--- config.mk ---
export PLATFORM = sky130hd
export DESIGN_NAME = qbp_ports
export DESIGN_NICKNAME = d
export VERILOG_FILES = /design/src/qbp_pkg.sv /design/src/qbp_pin_cell.sv /design/src/qbp_ports.sv
export SDC_FILE = /design/constraint.sdc
export NUM_CORES = 1
export LEC_CHECK = 0
export BUFFER_PORTS_ARGS = -buffer_cell sky130_fd_sc_hd__buf_4
export CAP_MARGIN = 20
export CORE_MARGIN = 2
export CORE_UTILIZATION = 51
export CTS_CLUSTER_DIAMETER = 30
export DETAILED_ROUTE_END_ITERATION = 8
export PLACE_DENSITY = 0.82
export SLEW_MARGIN = 20
export SYNTH_ARGS = -nofsm -noshare
export SYNTH_HDL_FRONTEND = slang
export SYNTH_SLANG_ARGS = --single-unit
--- constraint.sdc ---
create_clock -name clk_sys -period 1.2 [get_ports clk_sys]
set_input_delay 0.24 -clock clk_sys [delete_from_list [all_inputs] [get_ports clk_sys]]
set_output_delay 0.24 -clock clk_sys [all_outputs]
set_load 0.1 [all_outputs]
--- src/qbp_pkg.sv ---
// constants, types and strap values for the three quasi-bidirectional ports
// assumes one system clock; all peripheral sources share that clock
// Functional notes
// (RQ1) reset leaves every port bit one, pullup only
// (RQ2) bit at one reads external pin level
// (RQ3) written zero drives strong low until one/reset
// (RQ4) zero-to-one gives short strong high, then pullup
// (RQ5) port 4 config register picks io or memory
// (RQ6) port 4 bits 0-3 carry program selects 0-3
// (RQ7) port 4 bits 4-7 carry address bits 16-19
// (RQ8) port 5 bit 0 carries can transmit
// (RQ9) port 5 bit 1 feeds can receive
// (RQ10) port 5 bit 2 timer input; bit 3 none
// (RQ11) port 5 bits 4-7 carry peripheral selects
// (RQ12) port 6 bit 0 carries program select 4
// (RQ13) port 6: selects 5-7, address 20-21, serial 2
// (RQ14) alternate drives pin; reads still return pin
package qbp_pkg;
    // port geometry
    localparam int QBP_WIDTH = 8;
    localparam int QBP_PORTS = 3;
    localparam int QBP_PINS  = QBP_WIDTH * QBP_PORTS;
    // port indices inside the packed pin vectors
    localparam int QBP_IDX_P4 = 0;
    localparam int QBP_IDX_P5 = 1;
    localparam int QBP_IDX_P6 = 2;
    // reset values
    localparam logic [7:0] QBP_LATCH_RST = 8'hFF;
    localparam logic [7:0] QBP_CFG_RST   = 8'h00;
    // port 5 bit 3 has no alternate role
    localparam logic [7:0] QBP_P5_ALT_MASK = 8'hF7;
    // port 5 / port 6 bit positions of pin-fed alternates
    localparam int QBP_P5_CAN_RX  = 1;
    localparam int QBP_P5_TIMER   = 2;
    localparam int QBP_P6_SER_RX  = 6;
    // strong transition driver length
    localparam int QBP_CLK_NS         = 8;
    localparam int QBP_STRONG_HIGH_NS = 16;
    localparam int QBP_STRONG_HIGH_CYC_RAW = (QBP_STRONG_HIGH_NS + QBP_CLK_NS - 1) / QBP_CLK_NS;
    localparam int QBP_STRONG_HIGH_CYC = (QBP_STRONG_HIGH_CYC_RAW < 1) ? 1
                                                                       : QBP_STRONG_HIGH_CYC_RAW;
    localparam int QBP_CNT_W   = 4;
    localparam int QBP_CNT_MAX = (1 << QBP_CNT_W) - 1;

    // memory interface sources: selects 0..7, address bits 16..21
    typedef struct packed {
        logic [5:0] memAddrHi;      // [0]=bit16 .. [5]=bit21
        logic [7:0] progMemSelect;  // [0]=select 0 .. [7]=select 7
    } qbp_mem_t;

    // per-pin cell state
    typedef struct packed {
        logic                 sync1;   // first synchroniser stage
        logic                 sync2;   // second synchroniser stage
        logic                 prevDrv; // drive level last cycle
        logic [QBP_CNT_W-1:0] cnt;     // strong high cycles left
        logic                 out;     // pin output value
        logic                 oe_n;    // pin enable, low drives
    } qbp_cell_t;

    // top state
    typedef struct packed {
        logic [QBP_PINS-1:0] latch;   // port latches, port 4 low
        logic [7:0]          cfg;     // port4_config_reg, 1 = memory role
    } qbp_top_t;
endpackage

--- src/qbp_pin_cell.sv ---
// one quasi-bidirectional pin driver with input synchroniser
// assumes an external weak pullup; clk_sys domain, synchronous reset
module qbp_pin_cell
    import qbp_pkg::*;
#(
    parameter int STRONG_CYC = QBP_STRONG_HIGH_CYC
) (
    // clock and reset
    input  wire logic clk_sys,
    input  wire logic rst_n,
    // wanted pin level
    input  wire logic drv,
    // pin signals
    input  wire logic pinIn,
    output logic      pinOut,
    output logic      pinOe_n,
    // synchronised pin level
    output logic      rd
);
    qbp_cell_t s_r;   // registered state
    qbp_cell_t s_nxt; // next state

    // refuse pulse lengths the counter cannot hold
    if (STRONG_CYC < 1 || STRONG_CYC > QBP_CNT_MAX) begin : g_bad
        $error("strong pulse length out of range");
    end

    // next-state logic
    always_comb begin
        s_nxt         = s_r;
        s_nxt.sync1   = pinIn;
        s_nxt.sync2   = s_r.sync1;
        s_nxt.prevDrv = drv;
        if (!drv) begin
            // zero: hold strong pulldown
            s_nxt.out  = 1'b0; // RQ3
            s_nxt.oe_n = 1'b0; // RQ3
            s_nxt.cnt  = '0;
        end else if (!s_r.prevDrv) begin
            // rising: start strong high
            s_nxt.out  = 1'b1; // RQ4
            s_nxt.oe_n = 1'b0; // RQ4
            s_nxt.cnt  = QBP_CNT_W'(STRONG_CYC - 1);
        end else if (s_r.cnt != '0) begin
            // keep strong high a while longer
            s_nxt.cnt = s_r.cnt - 1'b1; // RQ4
        end else begin
            // release to weak pullup, pin also an input
            s_nxt.out  = 1'b1; // RQ2
            s_nxt.oe_n = 1'b1; // RQ2
        end
    end

    // state register
    always_ff @(posedge clk_sys) begin
        if (!rst_n) begin
            s_r <= '{sync1: 1'b1, sync2: 1'b1, prevDrv: 1'b1, cnt: '0,
                     out: 1'b1, oe_n: 1'b1}; // RQ1
        end else begin
            s_r <= s_nxt;
        end
    end

    // outputs straight from flops
    assign pinOut  = s_r.out;
    assign pinOe_n = s_r.oe_n;
    assign rd      = s_r.sync2; // RQ2

    // low drive follows a zero request
    chk_pull_low: assert property (@(posedge clk_sys) disable iff (!rst_n) // RQ3
        !drv |=> (!pinOe_n && !pinOut))
        else $error("pin not pulled low");
    // strong high starts one cycle after rise, two cycles while drive stays high
    chk_strong_high: assert property (@(posedge clk_sys) disable iff (!rst_n) // RQ4
        ((drv && !s_r.prevDrv) ##1 drv) |-> (!pinOe_n && pinOut) ##1 (!pinOe_n && pinOut))
        else $error("strong high missing");
    // released after the pulse when drive stays high
    chk_pulse_release: assert property (@(posedge clk_sys) disable iff (!rst_n) // RQ4
        ((drv && !s_r.prevDrv) ##1 drv ##1 drv) |=> (pinOe_n && pinOut))
        else $error("strong high not released");
    // read returns pin two cycles late
    chk_read_sync: assert property (@(posedge clk_sys) disable iff (!rst_n) // RQ2
        ($past(rst_n, 2) && $past(rst_n)) |-> (rd == $past(pinIn, 2)))
        else $error("read level wrong");
endmodule

--- src/qbp_ports.sv ---
// ports 4, 5 and 6: latches, port 4 role register, alternate muxing
// assumes cpu strobes and peripheral sources on clk_sys; pins are async
module qbp_ports
    import qbp_pkg::*;
#(
    parameter int STRONG_CYC = QBP_STRONG_HIGH_CYC
) (
    // clock and reset
    input  wire logic                clk_sys,
    input  wire logic                rst_n,
    // cpu port latch writes, one enable per port
    input  wire logic [QBP_PORTS-1:0] portWrEn,
    input  wire logic [7:0]          portWrData,
    // port4_config_reg write and readback
    input  wire logic                cfgWrEn,
    input  wire logic [7:0]          cfgWrData,
    output logic      [7:0]          cfgRd,
    // pin levels as read by software
    output logic      [7:0]          p4Rd,
    output logic      [7:0]          p5Rd,
    output logic      [7:0]          p6Rd,
    // memory interface sources
    input  wire qbp_mem_t            memBus,
    // port 5 alternates
    input  wire logic [7:0]          p5AltEn,
    input  wire logic                can_tx_out,
    input  wire logic [3:0]          periphSelect,
    output logic                     can_rx_in,
    output logic                     timer_three_ext_in,
    // port 6 alternates
    input  wire logic [7:0]          p6AltEn,
    input  wire logic                serial2_tx,
    output logic                     serial2_rx,
    // pins, port 4 in bits 7:0, port 5 in 15:8, port 6 in 23:16
    input  wire logic [QBP_PINS-1:0] pinIn,
    output logic      [QBP_PINS-1:0] pinOut,
    output logic      [QBP_PINS-1:0] pinOe_n
);
    qbp_top_t s_r;   // registered state
    qbp_top_t s_nxt; // next state

    logic [QBP_PINS-1:0] altVal; // alternate function values
    logic [QBP_PINS-1:0] altSel; // alternate function selected
    logic [QBP_PINS-1:0] drv;    // level each cell should present
    logic [QBP_PINS-1:0] rd;     // synchronised pin levels

    // refuse pulse lengths the cells cannot count
    if (STRONG_CYC < 1 || STRONG_CYC > QBP_CNT_MAX) begin : g_bad_cyc
        $error("strong pulse length out of range");
    end

    // next-state: latch writes and role register
    always_comb begin
        s_nxt = s_r;
        for (int p = 0; p < QBP_PORTS; p++) begin
            if (portWrEn[p]) begin
                // a zero holds until a one or reset
                s_nxt.latch[p*QBP_WIDTH +: QBP_WIDTH] = portWrData; // RQ3
            end
        end
        if (cfgWrEn) begin
            s_nxt.cfg = cfgWrData; // RQ5
        end
    end

    // state register
    always_ff @(posedge clk_sys) begin
        if (!rst_n) begin
            s_r.latch <= {QBP_PORTS{QBP_LATCH_RST}}; // RQ1
            s_r.cfg   <= QBP_CFG_RST;
        end else begin
            s_r <= s_nxt;
        end
    end

    // alternate values; pin-fed alternates leave the pin released high
    always_comb begin
        altVal = '0;
        altSel = '0;
        // port 4: selects 0-3 then address 16-19
        altVal[QBP_IDX_P4*QBP_WIDTH +: QBP_WIDTH] =
            {memBus.memAddrHi[3:0], memBus.progMemSelect[3:0]}; // RQ6 RQ7
        altSel[QBP_IDX_P4*QBP_WIDTH +: QBP_WIDTH] = s_r.cfg;    // RQ5
        // port 5: can tx, can rx, timer, none, peripheral selects
        altVal[QBP_IDX_P5*QBP_WIDTH +: QBP_WIDTH] =
            {periphSelect, 1'b1, 1'b1, 1'b1, can_tx_out}; // RQ8 RQ9 RQ10 RQ11
        altSel[QBP_IDX_P5*QBP_WIDTH +: QBP_WIDTH] = p5AltEn & QBP_P5_ALT_MASK; // RQ10
        // port 6: selects 4-7, address 20-21, serial rx, serial tx
        altVal[QBP_IDX_P6*QBP_WIDTH +: QBP_WIDTH] =
            {serial2_tx, 1'b1, memBus.memAddrHi[5:4],
             memBus.progMemSelect[7:4]}; // RQ12 RQ13
        altSel[QBP_IDX_P6*QBP_WIDTH +: QBP_WIDTH] = p6AltEn;
        // alternate wins over the latch
        drv = (altSel & altVal) | (~altSel & s_r.latch); // RQ14
    end

    // one driver cell per pin
    for (genvar i = 0; i < QBP_PINS; i++) begin : g_pin
        qbp_pin_cell #(
            .STRONG_CYC (STRONG_CYC)
        ) u_cell (
            .clk_sys (clk_sys),
            .rst_n   (rst_n),
            .drv     (drv[i]),
            .pinIn   (pinIn[i]),
            .pinOut  (pinOut[i]),
            .pinOe_n (pinOe_n[i]),
            .rd      (rd[i])
        );
        // a low drive level reaches its pin one cycle on, whatever its source
        chk_drive_follow: assert property (@(posedge clk_sys) disable iff (!rst_n) // RQ14
            !drv[i] |=> (!pinOut[i] && !pinOe_n[i]))
            else $error("pin does not follow low drive");
    end

    // readback: pin level even under an alternate
    assign p4Rd  = rd[QBP_IDX_P4*QBP_WIDTH +: QBP_WIDTH]; // RQ14
    assign p5Rd  = rd[QBP_IDX_P5*QBP_WIDTH +: QBP_WIDTH]; // RQ14
    assign p6Rd  = rd[QBP_IDX_P6*QBP_WIDTH +: QBP_WIDTH]; // RQ14
    assign cfgRd = s_r.cfg;

    // pin-fed peripheral inputs, already synchronised
    assign can_rx_in          = rd[QBP_IDX_P5*QBP_WIDTH + QBP_P5_CAN_RX]; // RQ9
    assign timer_three_ext_in = rd[QBP_IDX_P5*QBP_WIDTH + QBP_P5_TIMER];  // RQ10
    assign serial2_rx         = rd[QBP_IDX_P6*QBP_WIDTH + QBP_P6_SER_RX]; // RQ13

    // reset releases every pin to the pullup
    chk_reset_release: assert property (@(posedge clk_sys) // RQ1
        !rst_n |=> (&pinOe_n && &pinOut))
        else $error("pin driven after reset");
    // written zero reaches the pin two cycles on
    chk_write_low: assert property (@(posedge clk_sys) disable iff (!rst_n) // RQ3
        ((portWrEn[1] && !portWrData[3]) ##1 !portWrEn[1]) |=> (!pinOut[11] && !pinOe_n[11]))
        else $error("port 5 bit 3 not low");
    // port 4 select 0 in memory role
    chk_p4_select: assert property (@(posedge clk_sys) disable iff (!rst_n) // RQ6
        (s_r.cfg[0] && !memBus.progMemSelect[0]) |=> (!pinOut[0] && !pinOe_n[0]))
        else $error("port 4 select 0 wrong");
    // port 4 address 16 in memory role
    chk_p4_addr: assert property (@(posedge clk_sys) disable iff (!rst_n) // RQ7
        (s_r.cfg[4] && !memBus.memAddrHi[0]) |=> (!pinOut[4] && !pinOe_n[4]))
        else $error("port 4 address 16 wrong");
    // can transmit on port 5 bit 0
    chk_can_tx: assert property (@(posedge clk_sys) disable iff (!rst_n) // RQ8
        (p5AltEn[0] && !can_tx_out) |=> (!pinOut[8] && !pinOe_n[8]))
        else $error("can transmit not on pin");
    // can receive tracks its pin
    chk_can_rx: assert property (@(posedge clk_sys) disable iff (!rst_n) // RQ9
        ($past(rst_n, 2) && $past(rst_n)) |-> (can_rx_in == $past(pinIn[9], 2)))
        else $error("can receive wrong");
    // port 5 bit 3 ignores its alternate enable
    chk_p5_none: assert property (@(posedge clk_sys) disable iff (!rst_n) // RQ10
        (p5AltEn[3] && !s_r.latch[11]) |=> (!pinOut[11] && !pinOe_n[11]))
        else $error("port 5 bit 3 took alternate");
    // peripheral select 0 on port 5 bit 4
    chk_periph_sel: assert property (@(posedge clk_sys) disable iff (!rst_n) // RQ11
        (p5AltEn[4] && !periphSelect[0]) |=> (!pinOut[12] && !pinOe_n[12]))
        else $error("peripheral select wrong");
    // program select 4 on port 6 bit 0
    chk_p6_select: assert property (@(posedge clk_sys) disable iff (!rst_n) // RQ12
        (p6AltEn[0] && !memBus.progMemSelect[4]) |=> (!pinOut[16] && !pinOe_n[16]))
        else $error("port 6 select 4 wrong");
    // serial transmit on port 6 bit 7
    chk_p6_serial: assert property (@(posedge clk_sys) disable iff (!rst_n) // RQ13
        (p6AltEn[7] && !serial2_tx) |=> (!pinOut[23] && !pinOe_n[23]))
        else $error("serial transmit wrong");

    // role register and latch bookkeeping
    // role register reads back what was written
    chk_cfg_read: assert property (@(posedge clk_sys) disable iff (!rst_n) // RQ5
        cfgWrEn |=> (cfgRd == $past(cfgWrData)))
        else $error("role register readback wrong");
    // general role: latch zero drives port 4 bit 0 low
    chk_io_role: assert property (@(posedge clk_sys) disable iff (!rst_n) // RQ5
        (!s_r.cfg[0] && !s_r.latch[0]) |=> (!pinOut[0] && !pinOe_n[0]))
        else $error("port 4 general role wrong");
    // a latch zero stays until the port is written
    chk_latch_hold: assert property (@(posedge clk_sys) disable iff (!rst_n) // RQ3
        (!s_r.latch[11] && !portWrEn[1]) |=> !s_r.latch[11])
        else $error("latch zero lost");

    // memory role on port 4
    // high select 3 shows high on port 4 bit 3
    chk_select_high: assert property (@(posedge clk_sys) disable iff (!rst_n) // RQ6
        (s_r.cfg[3] && memBus.progMemSelect[3]) |=> pinOut[3])
        else $error("port 4 select 3 wrong");
    // address 19 on port 4 bit 7
    chk_addr_high: assert property (@(posedge clk_sys) disable iff (!rst_n) // RQ7
        (s_r.cfg[7] && !memBus.memAddrHi[3]) |=> (!pinOut[7] && !pinOe_n[7]))
        else $error("port 4 address 19 wrong");

    // port 5 pin-fed alternates keep their driver released high
    chk_rx_release: assert property (@(posedge clk_sys) disable iff (!rst_n) // RQ9
        p5AltEn[1] |=> pinOut[9])
        else $error("can receive pin pulled low");
    chk_timer_release: assert property (@(posedge clk_sys) disable iff (!rst_n) // RQ10
        p5AltEn[2] |=> pinOut[10])
        else $error("timer pin pulled low");
    // timer input tracks its pin
    chk_timer_in: assert property (@(posedge clk_sys) disable iff (!rst_n) // RQ10
        ($past(rst_n, 2) && $past(rst_n)) |-> (timer_three_ext_in == $past(pinIn[10], 2)))
        else $error("timer input wrong");
    // peripheral select 3 on port 5 bit 7
    chk_periph_high: assert property (@(posedge clk_sys) disable iff (!rst_n) // RQ11
        (p5AltEn[7] && !periphSelect[3]) |=> (!pinOut[15] && !pinOe_n[15]))
        else $error("peripheral select 3 wrong");

    // port 6 memory and serial alternates
    // program select 7 on port 6 bit 3
    chk_p6_sel_seven: assert property (@(posedge clk_sys) disable iff (!rst_n) // RQ13
        (p6AltEn[3] && !memBus.progMemSelect[7]) |=> (!pinOut[19] && !pinOe_n[19]))
        else $error("port 6 select 7 wrong");
    // address 21 on port 6 bit 5
    chk_p6_addr: assert property (@(posedge clk_sys) disable iff (!rst_n) // RQ13
        (p6AltEn[5] && !memBus.memAddrHi[5]) |=> (!pinOut[21] && !pinOe_n[21]))
        else $error("port 6 address 21 wrong");
    // serial receive pin stays released
    chk_serial_release: assert property (@(posedge clk_sys) disable iff (!rst_n) // RQ13
        p6AltEn[6] |=> pinOut[22])
        else $error("serial receive pin pulled low");
    // serial receive tracks its pin
    chk_serial_rx: assert property (@(posedge clk_sys) disable iff (!rst_n) // RQ13
        ($past(rst_n, 2) && $past(rst_n)) |-> (serial2_rx == $past(pinIn[22], 2)))
        else $error("serial receive wrong");
endmodule

==> out/qor.txt, run 1 <==
status = finished, violations left
violated checks = setup timing
WL per Instance = 22.7 um
HPWL Detailed = 14100 um
fin area = 0.0174 mm^2
initial core utilization = 51.4%
vias per cell = 5.42
first-pass GRT wire length = 46000 um
pwr/cell area = 2550 mW/mm^2
Port-buffer cells = 163
Inserted Clock Buffers = 49
initial antenna violation count = 0
EDFF count, synth = 0
Max Clock Freq = 720 MHz
cell accounting for the most synthesized area = dfxtp_1
CTS Root Cell = clkbuf_16
Startpoint Class = register
largest net degree at the start of global routing = 43
Worst Max-Slew Pin Slew = 0.442 ns
Slowest-stage cell, CP = dfxtp_2
RSZ-0062 raised after global routing = true
Syn. warnings = 0
Die Y = 146 um
min cycle time layout = 1.39 ns
Slew Viols, Final = 0
area added between synthesis and finish = 68.6%
Synth top area share = 48.2%
Vias = 8928
R2R Setup Slk = -0.19 ns
Async S/R FF share, synth = 0%
sequential share of power = 24.9%
die area = 0.0214 mm^2
Cells after Synth = 1004
initial DRC count = 499
syn_nets = 1134
vias in the first global route = 8815
register bit total from synthesis = 248
Seq/Total Area, Yosys = 48.2%
Slowest Stage Delay on Critical Path = 0.34 ns
critical-path cell list = inv_2 -> ha_4 -> nor3b_4 -> buf_6 -> nor2b_4 -> a211oi_2
P_int = 28.9 mW
H-tree Lvls = 2
core area = 0.0200 mm^2
Lkg Pwr = 7.24 nW
DRC Markers = 0
IO Pins = 165
# setup viols final = 162
Setup TNS Final = -13.85 ns
Peak VDD IR = 0.00186 V
Max FO, Critical Path = 5
top cells by area, synth = dfxtp_1, xnor2_1, buf_4, ha_1, nor3b_4
Area after DPL = 0.0118 mm^2
final setup skew = 0.0280 ns
minimum hold slack = 0.0316 ns
critical path type = register to register
All-Layer GR Usage = 26.7%
Max Cap Violations = 0
Switch Pwr = 15.4 mW
row cnt = 52
clock latency on the worst-skew pair = 0.53 ns
delay-heaviest family, CP = flip-flops
Final period util = 116%
Clock Sinks = 248
CTS tree = yes
post-route ant nets = 0
Post-Route WL = 37500 um
Hold Vio Cnt, Final = 0
Synth Flop Type = dfxtp_1
nets = 1468
CP Capture Type = register
CP arrival = 1.81 ns
PnR worst setup slack = -0.190 ns
Avg Synthesized Cell Area = 10.3 um^2
register clock-pin slew on the reported worst setup and hold paths = 0.06 ns
HP Class = input port to register
Sw Share = 34.8%
grt total ovfl = 0
final weighted congestion in routability-driven placement = 0.759
Distinct cells, synth = 29
layout cells sized above 1 = 59.1%
Logic pwr share = 41.7%
Clock Tree Buf Depth = 3
Post-Syn Area = 0.0103 mm^2
die width = 146 um
Rel. slew slack = 70.3%
Antenna diodes = 0
Buf/Inv on CP = 2
First-pass DRT Iterations = 6
WP data required = 1.62 ns
Clk pwr share = 33.4%
==> cell usage in the layout (no fill, tap or decap), types with 8 or more instances in the layout <==
cell / n
ha_1: 14
a21oi_2: 10
o21ai_1: 34
buf_6: 36
nand3_2: 11
xnor2_1: 46
nor2_4: 8
nor3_1: 51
ha_4: 26
xnor2_2: 18
nand2b_1: 50
dfxtp_1: 121
nor2_1: 25
dfxtp_4: 28
nand2_1: 67
dfxtp_2: 99
a21oi_1: 14
dlygate4sd3_1: 48
nor3_2: 10
ha_2: 8
mux2_2: 16
inv_2: 47
nor3b_4: 27
a211oi_2: 17
buf_4: 217
o21ai_0: 12
buf_12: 88
nor2b_1: 23
nor3b_2: 15
clkbuf_16: 52
mux2i_1: 36
==> sequential cells by signal, summed over array words and instances (netlist names) <==
signal / cells
cfgRd: 8
g_pin.u_cell.pinOe_n: 24
g_pin.u_cell.pinOut: 24
g_pin.u_cell.rd: 24
g_pin.u_cell.s_nxt: 24
g_pin.u_cell.s_r: 120
s_r: 24
==> through the flow <==
stage	utilization (%)	worst slack (ns)	cells	power [mW]
after global placement	58.8	-0.00759	1409	20.4
final	86.7	-0.190	1648	44.3
after detailed placement	58.8	-0.0858	1409	20.7
after CTS	79.2	-0.166	1594	37.9
after global routing	86.7	-0.263	1648	45.7
after floorplan	-	0.00305	1004	18.3
==> final timing paths <==
| check | start | endpoint | depth (start not counted) |
|---|---|---|---|
| hold / removal | p6AltEn[2] | g_pin[18].u_cell.s_r[6] | 3 |
| setup reg to reg | g_pin[0].u_cell.s_r[2] | g_pin[0].u_cell.s_r[3] | 6 |
| hold reg to reg | g_pin[10].u_cell.s_nxt[7] | g_pin[10].u_cell.rd | 1 |
| setup / recovery | g_pin[0].u_cell.s_r[2] | g_pin[0].u_cell.s_r[3] | 6 |
==> synth_stat cells (all sizes together), types with 36 or more instances <==
library cell / number
buf: 97
dfxtp: 248
ha: 48
inv: 48
mux2i: 36
nand2: 72
nand2b: 53
nor2: 38
nor3: 65
nor3b: 44
o21ai: 48
xnor2: 71
==> worst register-to-register path, delay by kind of cell, from the launching register on <==
kind,cells,cell delay (ns)
AND/OR/NAND/NOR,2,0.30
AO/OA/AOI/OAI,1,0.23
adder cells (fa/ha/maj),1,0.13
buffers and inverters,2,0.28
flip-flops,1,0.34
==> layout make-up <==
type,instances,area (um^2)
inverter,48,183
tap,270,338
timing repair buffer,389,4280
clock inverter,30,389
clock buffer,61,1400
sequential,248,5190
multi-input combinational,602,5600
fill,780,2660
==> cells by family after synthesis <==
kind of cell / synth area share (%)
compound gates: 5.88
xor+xnor: 6.03
flops: 48.2
mux: 5.68
buf+inv: 8.87
fa+ha+maj: 5.83
simple gates: 19.5
==> power by group through the flow <==
stage	logic, mW	registers, mW	clock network [mW]
6_report	18.5	11.0	14.8
5_1_grt	19.3	11.1	15.3
4_1_cts	12.7	10.7	14.6
3_5_place_dp	10.2	10.5	0
3_3_place_gp	9.85	10.5	0
2_1_floorplan	7.96	10.4	0
==> per-layer routing <==
layer	track usage, %	share of wire [%]	vias to the layer above
met5	0	0	-
met4	10.3	5.5	0
met3	6.13	6.0	160
met2	50.0	52	454
met1	29.1	37	4344
li1	-	-	3970
==> what timing repair did <==
item | in CTS | in global routing
endpoints found under the setup margin | 135 | 209
resized for setup | 449 | 284
pin swaps | 30 | 91
hold buffers | 48 | 1
endpoints found under the hold margin | 60 | 1
setup buffers | 49 | 68
No activity file was read; power rests on OpenSTA's default activity.
==> inputs of run 2 (changes only) <==
==> constraint.sdc (replaced) <==
create_clock -name clk_sys -period 1.2 [get_ports clk_sys]
set_input_delay 0.12 -clock clk_sys [delete_from_list [all_inputs] [get_ports clk_sys]]
set_output_delay 0.12 -clock clk_sys [all_outputs]
set_load 0.1 [all_outputs]
==> out/qor.txt, run 2 (synthesis gave the netlist of run 1 again) <==
Hold Vio Cnt, Final = 0 (unchanged)
WP data required = 1.63 ns (about the same)
HP Class = input port to register
Power Total = 43.4 mW (-2.0%)
DRC Markers = 0 (unchanged)
layout cells sized above 1 = 58.1% (-0.97 points)
worst slack at placement = -0.0608 ns (+0.0251 ns)
Inserted Clock Buffers = 49 (unchanged)
PnR worst setup slack = -0.247 ns (-0.0570 ns)
CTS tree = yes
First-pass DRT Iterations = 4 (-2)
Vias = 8905 (-0.26%)
post-route ant nets = 0 (unchanged)
area of the multi-input gates = 0.00559 mm^2 (-0.22%)
first-pass GRT wire length = 46900 um (+1.9%)
Rel. slew slack = 63.4% (-6.9 points)
core area = 0.0200 mm^2 (unchanged)
pwr/cell area = 2470 mW/mm^2 (-3.2%)
clock latency on the worst-skew pair = 0.55 ns (+0.02 ns)
fillers = 766 (-1.8%)
busiest grt layer = met2
commonest cells after routing, fill and taps aside = buf_4, dfxtp_1, dfxtp_2
row cnt = 52 (unchanged)
Port-buffer cells = 163 (unchanged)
commonest non-fill, non-tap cell in the layout = buf_4
All-Layer GR Usage = 27.2% (+0.57 points)
initial antenna violation count = 4 (+4)
die area = 0.0214 mm^2 (unchanged)
largest net degree at the start of global routing = 43 (unchanged)
critical path type = register to register
initial core utilization = 51.4% (unchanged)
WL per Instance = 22.6 um (-0.62%)
status = finished, violations left
HPWL Detailed = 14100 um (-0.57%)
Peak VDD IR = 0.00142 V (-24%)
final setup skew = 0.0224 ns (-0.00561 ns)
CP arrival = 1.87 ns (+0.06 ns)
initial DRC count = 449 (-10%)
grt met1 use = 29.0% (-0.10 points)
CP Capture Type = register
grt met2 use = 51.9% (+1.8 points)
Reg with most FFs = g_pin.u_cell.s_r
vias per cell = 5.32 (-1.7%)
Post-Route WL = 37800 um (+0.89%)
die width = 146 um (unchanged)
final weighted congestion in routability-driven placement = 0.752 (-1.0%)
area added between synthesis and finish = 70.6%
# setup viols final = 98 (-40%)
Clock Sinks = 248 (unchanged)
max reg flops = 120 (unchanged)
Area after DPL = 0.0117 mm^2 (-0.53%)
Max FO, Critical Path = 2 (-3)
Slew Viols, Final = 0 (unchanged)
RSZ-0062 raised after global routing = true
vias in the first global route = 9045 (+2.6%)
sequential cell area = 0.00520 mm^2 (+0.22%)
register clock-pin slew on the reported worst setup and hold paths = 0.06 ns (about the same)
Max Cap Violations = 0 (unchanged)
Max Clock Freq = 691 MHz (-3.9%)
M3 GR Usage = 5.75% (-0.37 points)
R2R depth = 6 (unchanged)
Die Y = 146 um (unchanged)
CTS Root Cell = clkbuf_16
grt total ovfl = 0 (unchanged)
minimum hold slack = 0.0210 ns (-0.0106 ns)
Final period util = 121% (+4.8 points)
hold depth = 3 (unchanged)
Clock Tree Buf Depth = 3 (unchanged)
IO Pins = 165 (unchanged)
nets = 1491 (+1.6%)
min cycle time layout = 1.45 ns (+0.0570 ns)
Worst Max-Slew Pin Slew = 0.547 ns (+0.105 ns)
fin area = 0.0176 mm^2 (+1.2%)
Lkg Pwr = 7.28 nW (+0.53%)
violated checks = setup timing
Startpoint Class = register
H-tree Lvls = 2 (unchanged)
==> run 2: cell types whose count changed in the layout (fill, tap and decap cells not counted), moves of 6 or more <==
cell | previous run | this run
nor3_1 | 51 | 43
xnor2_2 | 18 | 26
buf_4 | 217 | 203
nand3_2 | 11 | 17
dlygate4sd3_1 | 48 | 85
clkinvlp_4 | 4 | 10
nor3_2 | 10 | 19
==> run 2: stage by stage <==
stage                      TNS [ns]  instances  utilization [%]
after floorplan                   0       1004                -
after CTS                    -0.718       1624             79.7
after global routing         -10.43       1673             87.7
after global placement    -0.000794       1400             58.4
after detailed placement     -0.849       1400             58.4
final                         -5.80       1673             87.7
==> run 2: repair_timing <==
item	4_1_cts	5_1_grt
hold buffers	86	2
resized for setup	409	334
pin swaps	31	96
endpoints found under the hold margin	103	2
endpoints found under the setup margin	138	198
setup buffers	50	62
==> run 2: critical path, stage by stage (launching register included) <==
cell     delay [ns]
dfxtp_2        0.35
inv_2          0.06
buf_4          0.13
buf_4          0.14
ha_1           0.22
xnor2_1        0.16
nor3_1         0.27
==> run 2: cell type report <==
type / count / area share, %
timing repair buffer: 412 / 25.9
multi-input combinational: 602 / 31.8
clock buffer: 57 / 7.44
tap: 270 / 1.92
antenna: 2 / 0.0285
clock inverter: 34 / 2.30
sequential: 248 / 29.6
inverter: 48 / 1.02
==> run 2: worst paths after layout <==
kind,start,to,slack [ns]
setup / recovery,g_pin[7].u_cell.s_r[2],g_pin[7].u_cell.s_r[4],-0.25
hold / removal,rst_n,s_r[28],0.02
setup reg to reg,g_pin[7].u_cell.s_r[2],g_pin[7].u_cell.s_r[4],-0.25
hold reg to reg,g_pin[15].u_cell.s_nxt[7],g_pin[15].u_cell.rd,0.42
==> run 2: metal layers <==
metal	vias up	wire length (um)	part of all wire, %
met4	4	1940	5.1
met2	417	20400	54
met1	4330	13100	35
met5	-	26	0.069
li1	4001	-	-
met3	153	2320	6.1
==> run 2: power breakdown <==
group | total, mW | internal [mW] | switching, mW
Clock | 14.2 | 9.21 | 4.96
Sequential | 11.0 | 9.61 | 1.40
Combinational | 18.2 | 9.22 | 8.99
==> inputs of run 3 (changes only) <==
Settings changed: REMOVE_ABC_BUFFERS set to 1.
==> out/qor.txt, run 3 (synthesis gave the netlist of run 1 again) <==
vias per cell = 5.30 (-0.37%)
Vias = 8718 (-2.1%)
Max Cap Violations = 0 (unchanged)
max reg flops = 120 (unchanged)
die width = 146 um (unchanged)
register clock-pin slew on the reported worst setup and hold paths = 0.05 ns (about the same)
worst r2r src = g_pin[22].u_cell.s_r[2]
area added between synthesis and finish = 66.0%
min cycle time layout = 1.42 ns (-0.0227 ns)
number of cells on the critical path = 5 (-1)
crit path from = g_pin[22].u_cell.s_r[2]
WP data required = 1.60 ns (-0.03 ns)
initial DRC count = 505 (+12%)
initial antenna violation count = 0 (-4)
fillers = 827 (+8.0%)
Crit Reg-Reg Endpoint = g_pin[22].u_cell.s_r[2]
grt total ovfl = 0 (unchanged)
Hold Vio Cnt, Final = 0 (unchanged)
Clock Tree Buf Depth = 3 (unchanged)
Setup TNS Final = -3.89 ns (+1.91 ns)
initial core utilization = 51.4% (unchanged)
post-route ant nets = 0 (unchanged)
CTS Root Cell = clkbuf_16
core area = 0.0200 mm^2 (unchanged)
Rel. slew slack = 65.2% (+1.8 points)
CTS tree = yes
RSZ-0062 raised after global routing = true
crit path capture = g_pin[22].u_cell.s_r[2]
HPWL Detailed = 13800 um (-2.2%)
final weighted congestion in routability-driven placement = 0.769 (+2.2%)
first-pass GRT wire length = 43500 um (-7.1%)
vias in the first global route = 8813 (-2.6%)
All-Layer GR Usage = 25.3% (-2.0 points)
critical path type = register to register
WL per Instance = 21.4 um (-5.2%)
pwr/cell area = 2460 mW/mm^2 (-0.46%)
Slowest Stage Delay on Critical Path = 0.43 ns (+0.08 ns)
final setup skew = 0.0178 ns (-0.00457 ns)
Slowest-stage cell, CP = dfxtp_1
Final period util = 119% (-1.9 points)
IO Pins = 165 (unchanged)
DRC Markers = 0 (unchanged)
status = finished, violations left
R2R Setup Slk = -0.22 ns (+0.02 ns)
Antenna diodes = 0 (-2)
Reg with most FFs = g_pin.u_cell.s_r
row cnt = 52 (unchanged)
clock latency on the worst-skew pair = 0.53 ns (-0.02 ns)
HP Class = input port to register
PnR worst setup slack = -0.224 ns (+0.0227 ns)
Final Util = 85.4% (-2.4 points)
CP arrival = 1.82 ns (-0.05 ns)
Post-Route WL = 35200 um (-6.8%)
commonest cells after routing, fill and taps aside = buf_4, dfxtp_1, dfxtp_2
Startpoint Class = register
Worst Max-Slew Pin Slew = 0.520 ns (-0.0276 ns)
CP Capture Type = register
Inserted Clock Buffers = 48 (-2.0%)
nets = 1467 (-1.6%)
H-tree Lvls = 2 (unchanged)
largest net degree at the start of global routing = 38 (-12%)
Clock Sinks = 248 (unchanged)
Peak VDD IR = 0.00233 V (+64%)
Lkg Pwr = 7.09 nW (-2.6%)
die area = 0.0214 mm^2 (unchanged)
commonest non-fill, non-tap cell in the layout = buf_4
# setup viols final = 76 (-22%)
Port-buffer cells = 163 (unchanged)
Slew Viols, Final = 0 (unchanged)
Max FO, Critical Path = 3 (+1)
Max Clock Freq = 702 MHz (+1.6%)
R2R depth = 5 (-1)
violated checks = setup timing
Buf/Inv on CP = 1 (-2)
delay-heaviest family, CP = flip-flops
layout cells sized above 1 = 56.5% (-1.6 points)
First-pass DRT Iterations = 4 (unchanged)
Die Y = 146 um (unchanged)
critical-path cell list = inv_2 -> ha_4 -> nor3b_4 -> xnor2_1 -> a21oi_1
## run 3: cell types whose count changed in the layout (fill, tap and decap cells not counted), moves of 7 or more
cell	change
dfxtp_1	+7
xnor2_2	-10
xnor2_1	+10
dlygate4sd3_1	-20
## run 3: power by group
group	switching, mW	internal (mW)	leakage (nW)	total (mW)
Combinational	8.32	8.76	4.20	17.1
Clock	4.62	9.39	0.822	14.0
Sequential	1.33	9.61	2.07	10.9
Total	14.3	27.8	7.09	42.0
## run 3: layer usage
metal | wire length, um | global-route usage [%] | vias to the layer above
met5 | 0 | 0 | -
met4 | 1840 | 12.4 | 0
met3 | 1710 | 5.19 | 139
met2 | 19600 | 48.9 | 345
met1 | 12100 | 25.6 | 4286
li1 | - | - | 3948
## run 3: tightest hold or removal path, stage by stage
cell	delay, ns
buf_6	0.15
buf_4	0.18
nand2_1	0.05
## run 3: area by class of cell
class                           instances  area [um^2]  share of cell area, %
Clock buffer                           59         1330                   7.80
Clock inverter                         28          350                   2.05
Inverter                               48          180                   1.05
Multi-Input combinational cell        602         5430                   31.7
Sequential cell                       248         5190                   30.3
Tap cell                              270          338                   1.97
Timing Repair Buffer                  389         4290                   25.1
## run 3: through the flow
step / instances / instance area [um^2] / setup slack, ns / hold WS, ns / power (mW)
2_1_floorplan: 898 / 9570 / -0.538 / 0.182 / 17.9
3_3_place_gp: 1407 / 11700 / -0.0138 / 0.302 / 20.4
3_5_place_dp: 1407 / 11700 / -0.0952 / 0.306 / 20.8
4_1_cts: 1591 / 15500 / -0.0555 / 0.000906 / 37.1
5_1_grt: 1644 / 17100 / -0.261 / 0.00895 / 43.5
6_report: 1644 / 17100 / -0.224 / 0.0111 / 42.0
## run 3: worst min-delay path by stage
stage	start	end	slack [ns]	cells past startpoint
3_3_place_gp	pinIn[20]	g_pin[20].u_cell.s_nxt[7]	0.30	2
6_report	rst_n	s_r[24]	0.01	3
5_1_grt	rst_n	s_r[24]	0.009	3
2_1_floorplan	rst_n	g_pin[0].u_cell.s_r[6]	0.18	1
3_5_place_dp	pinIn[7]	g_pin[7].u_cell.s_nxt[7]	0.31	2
4_1_cts	memBus[7]	g_pin[19].u_cell.s_r[6]	0.0009	4
## run 3: repair_timing
action,CTS,global route
setup buffers,32,58
hold endpoints to repair,85,0
pin swaps,38,87
gates resized for setup,385,318
hold buffers,66,0
endpoints found under the setup margin,133,186
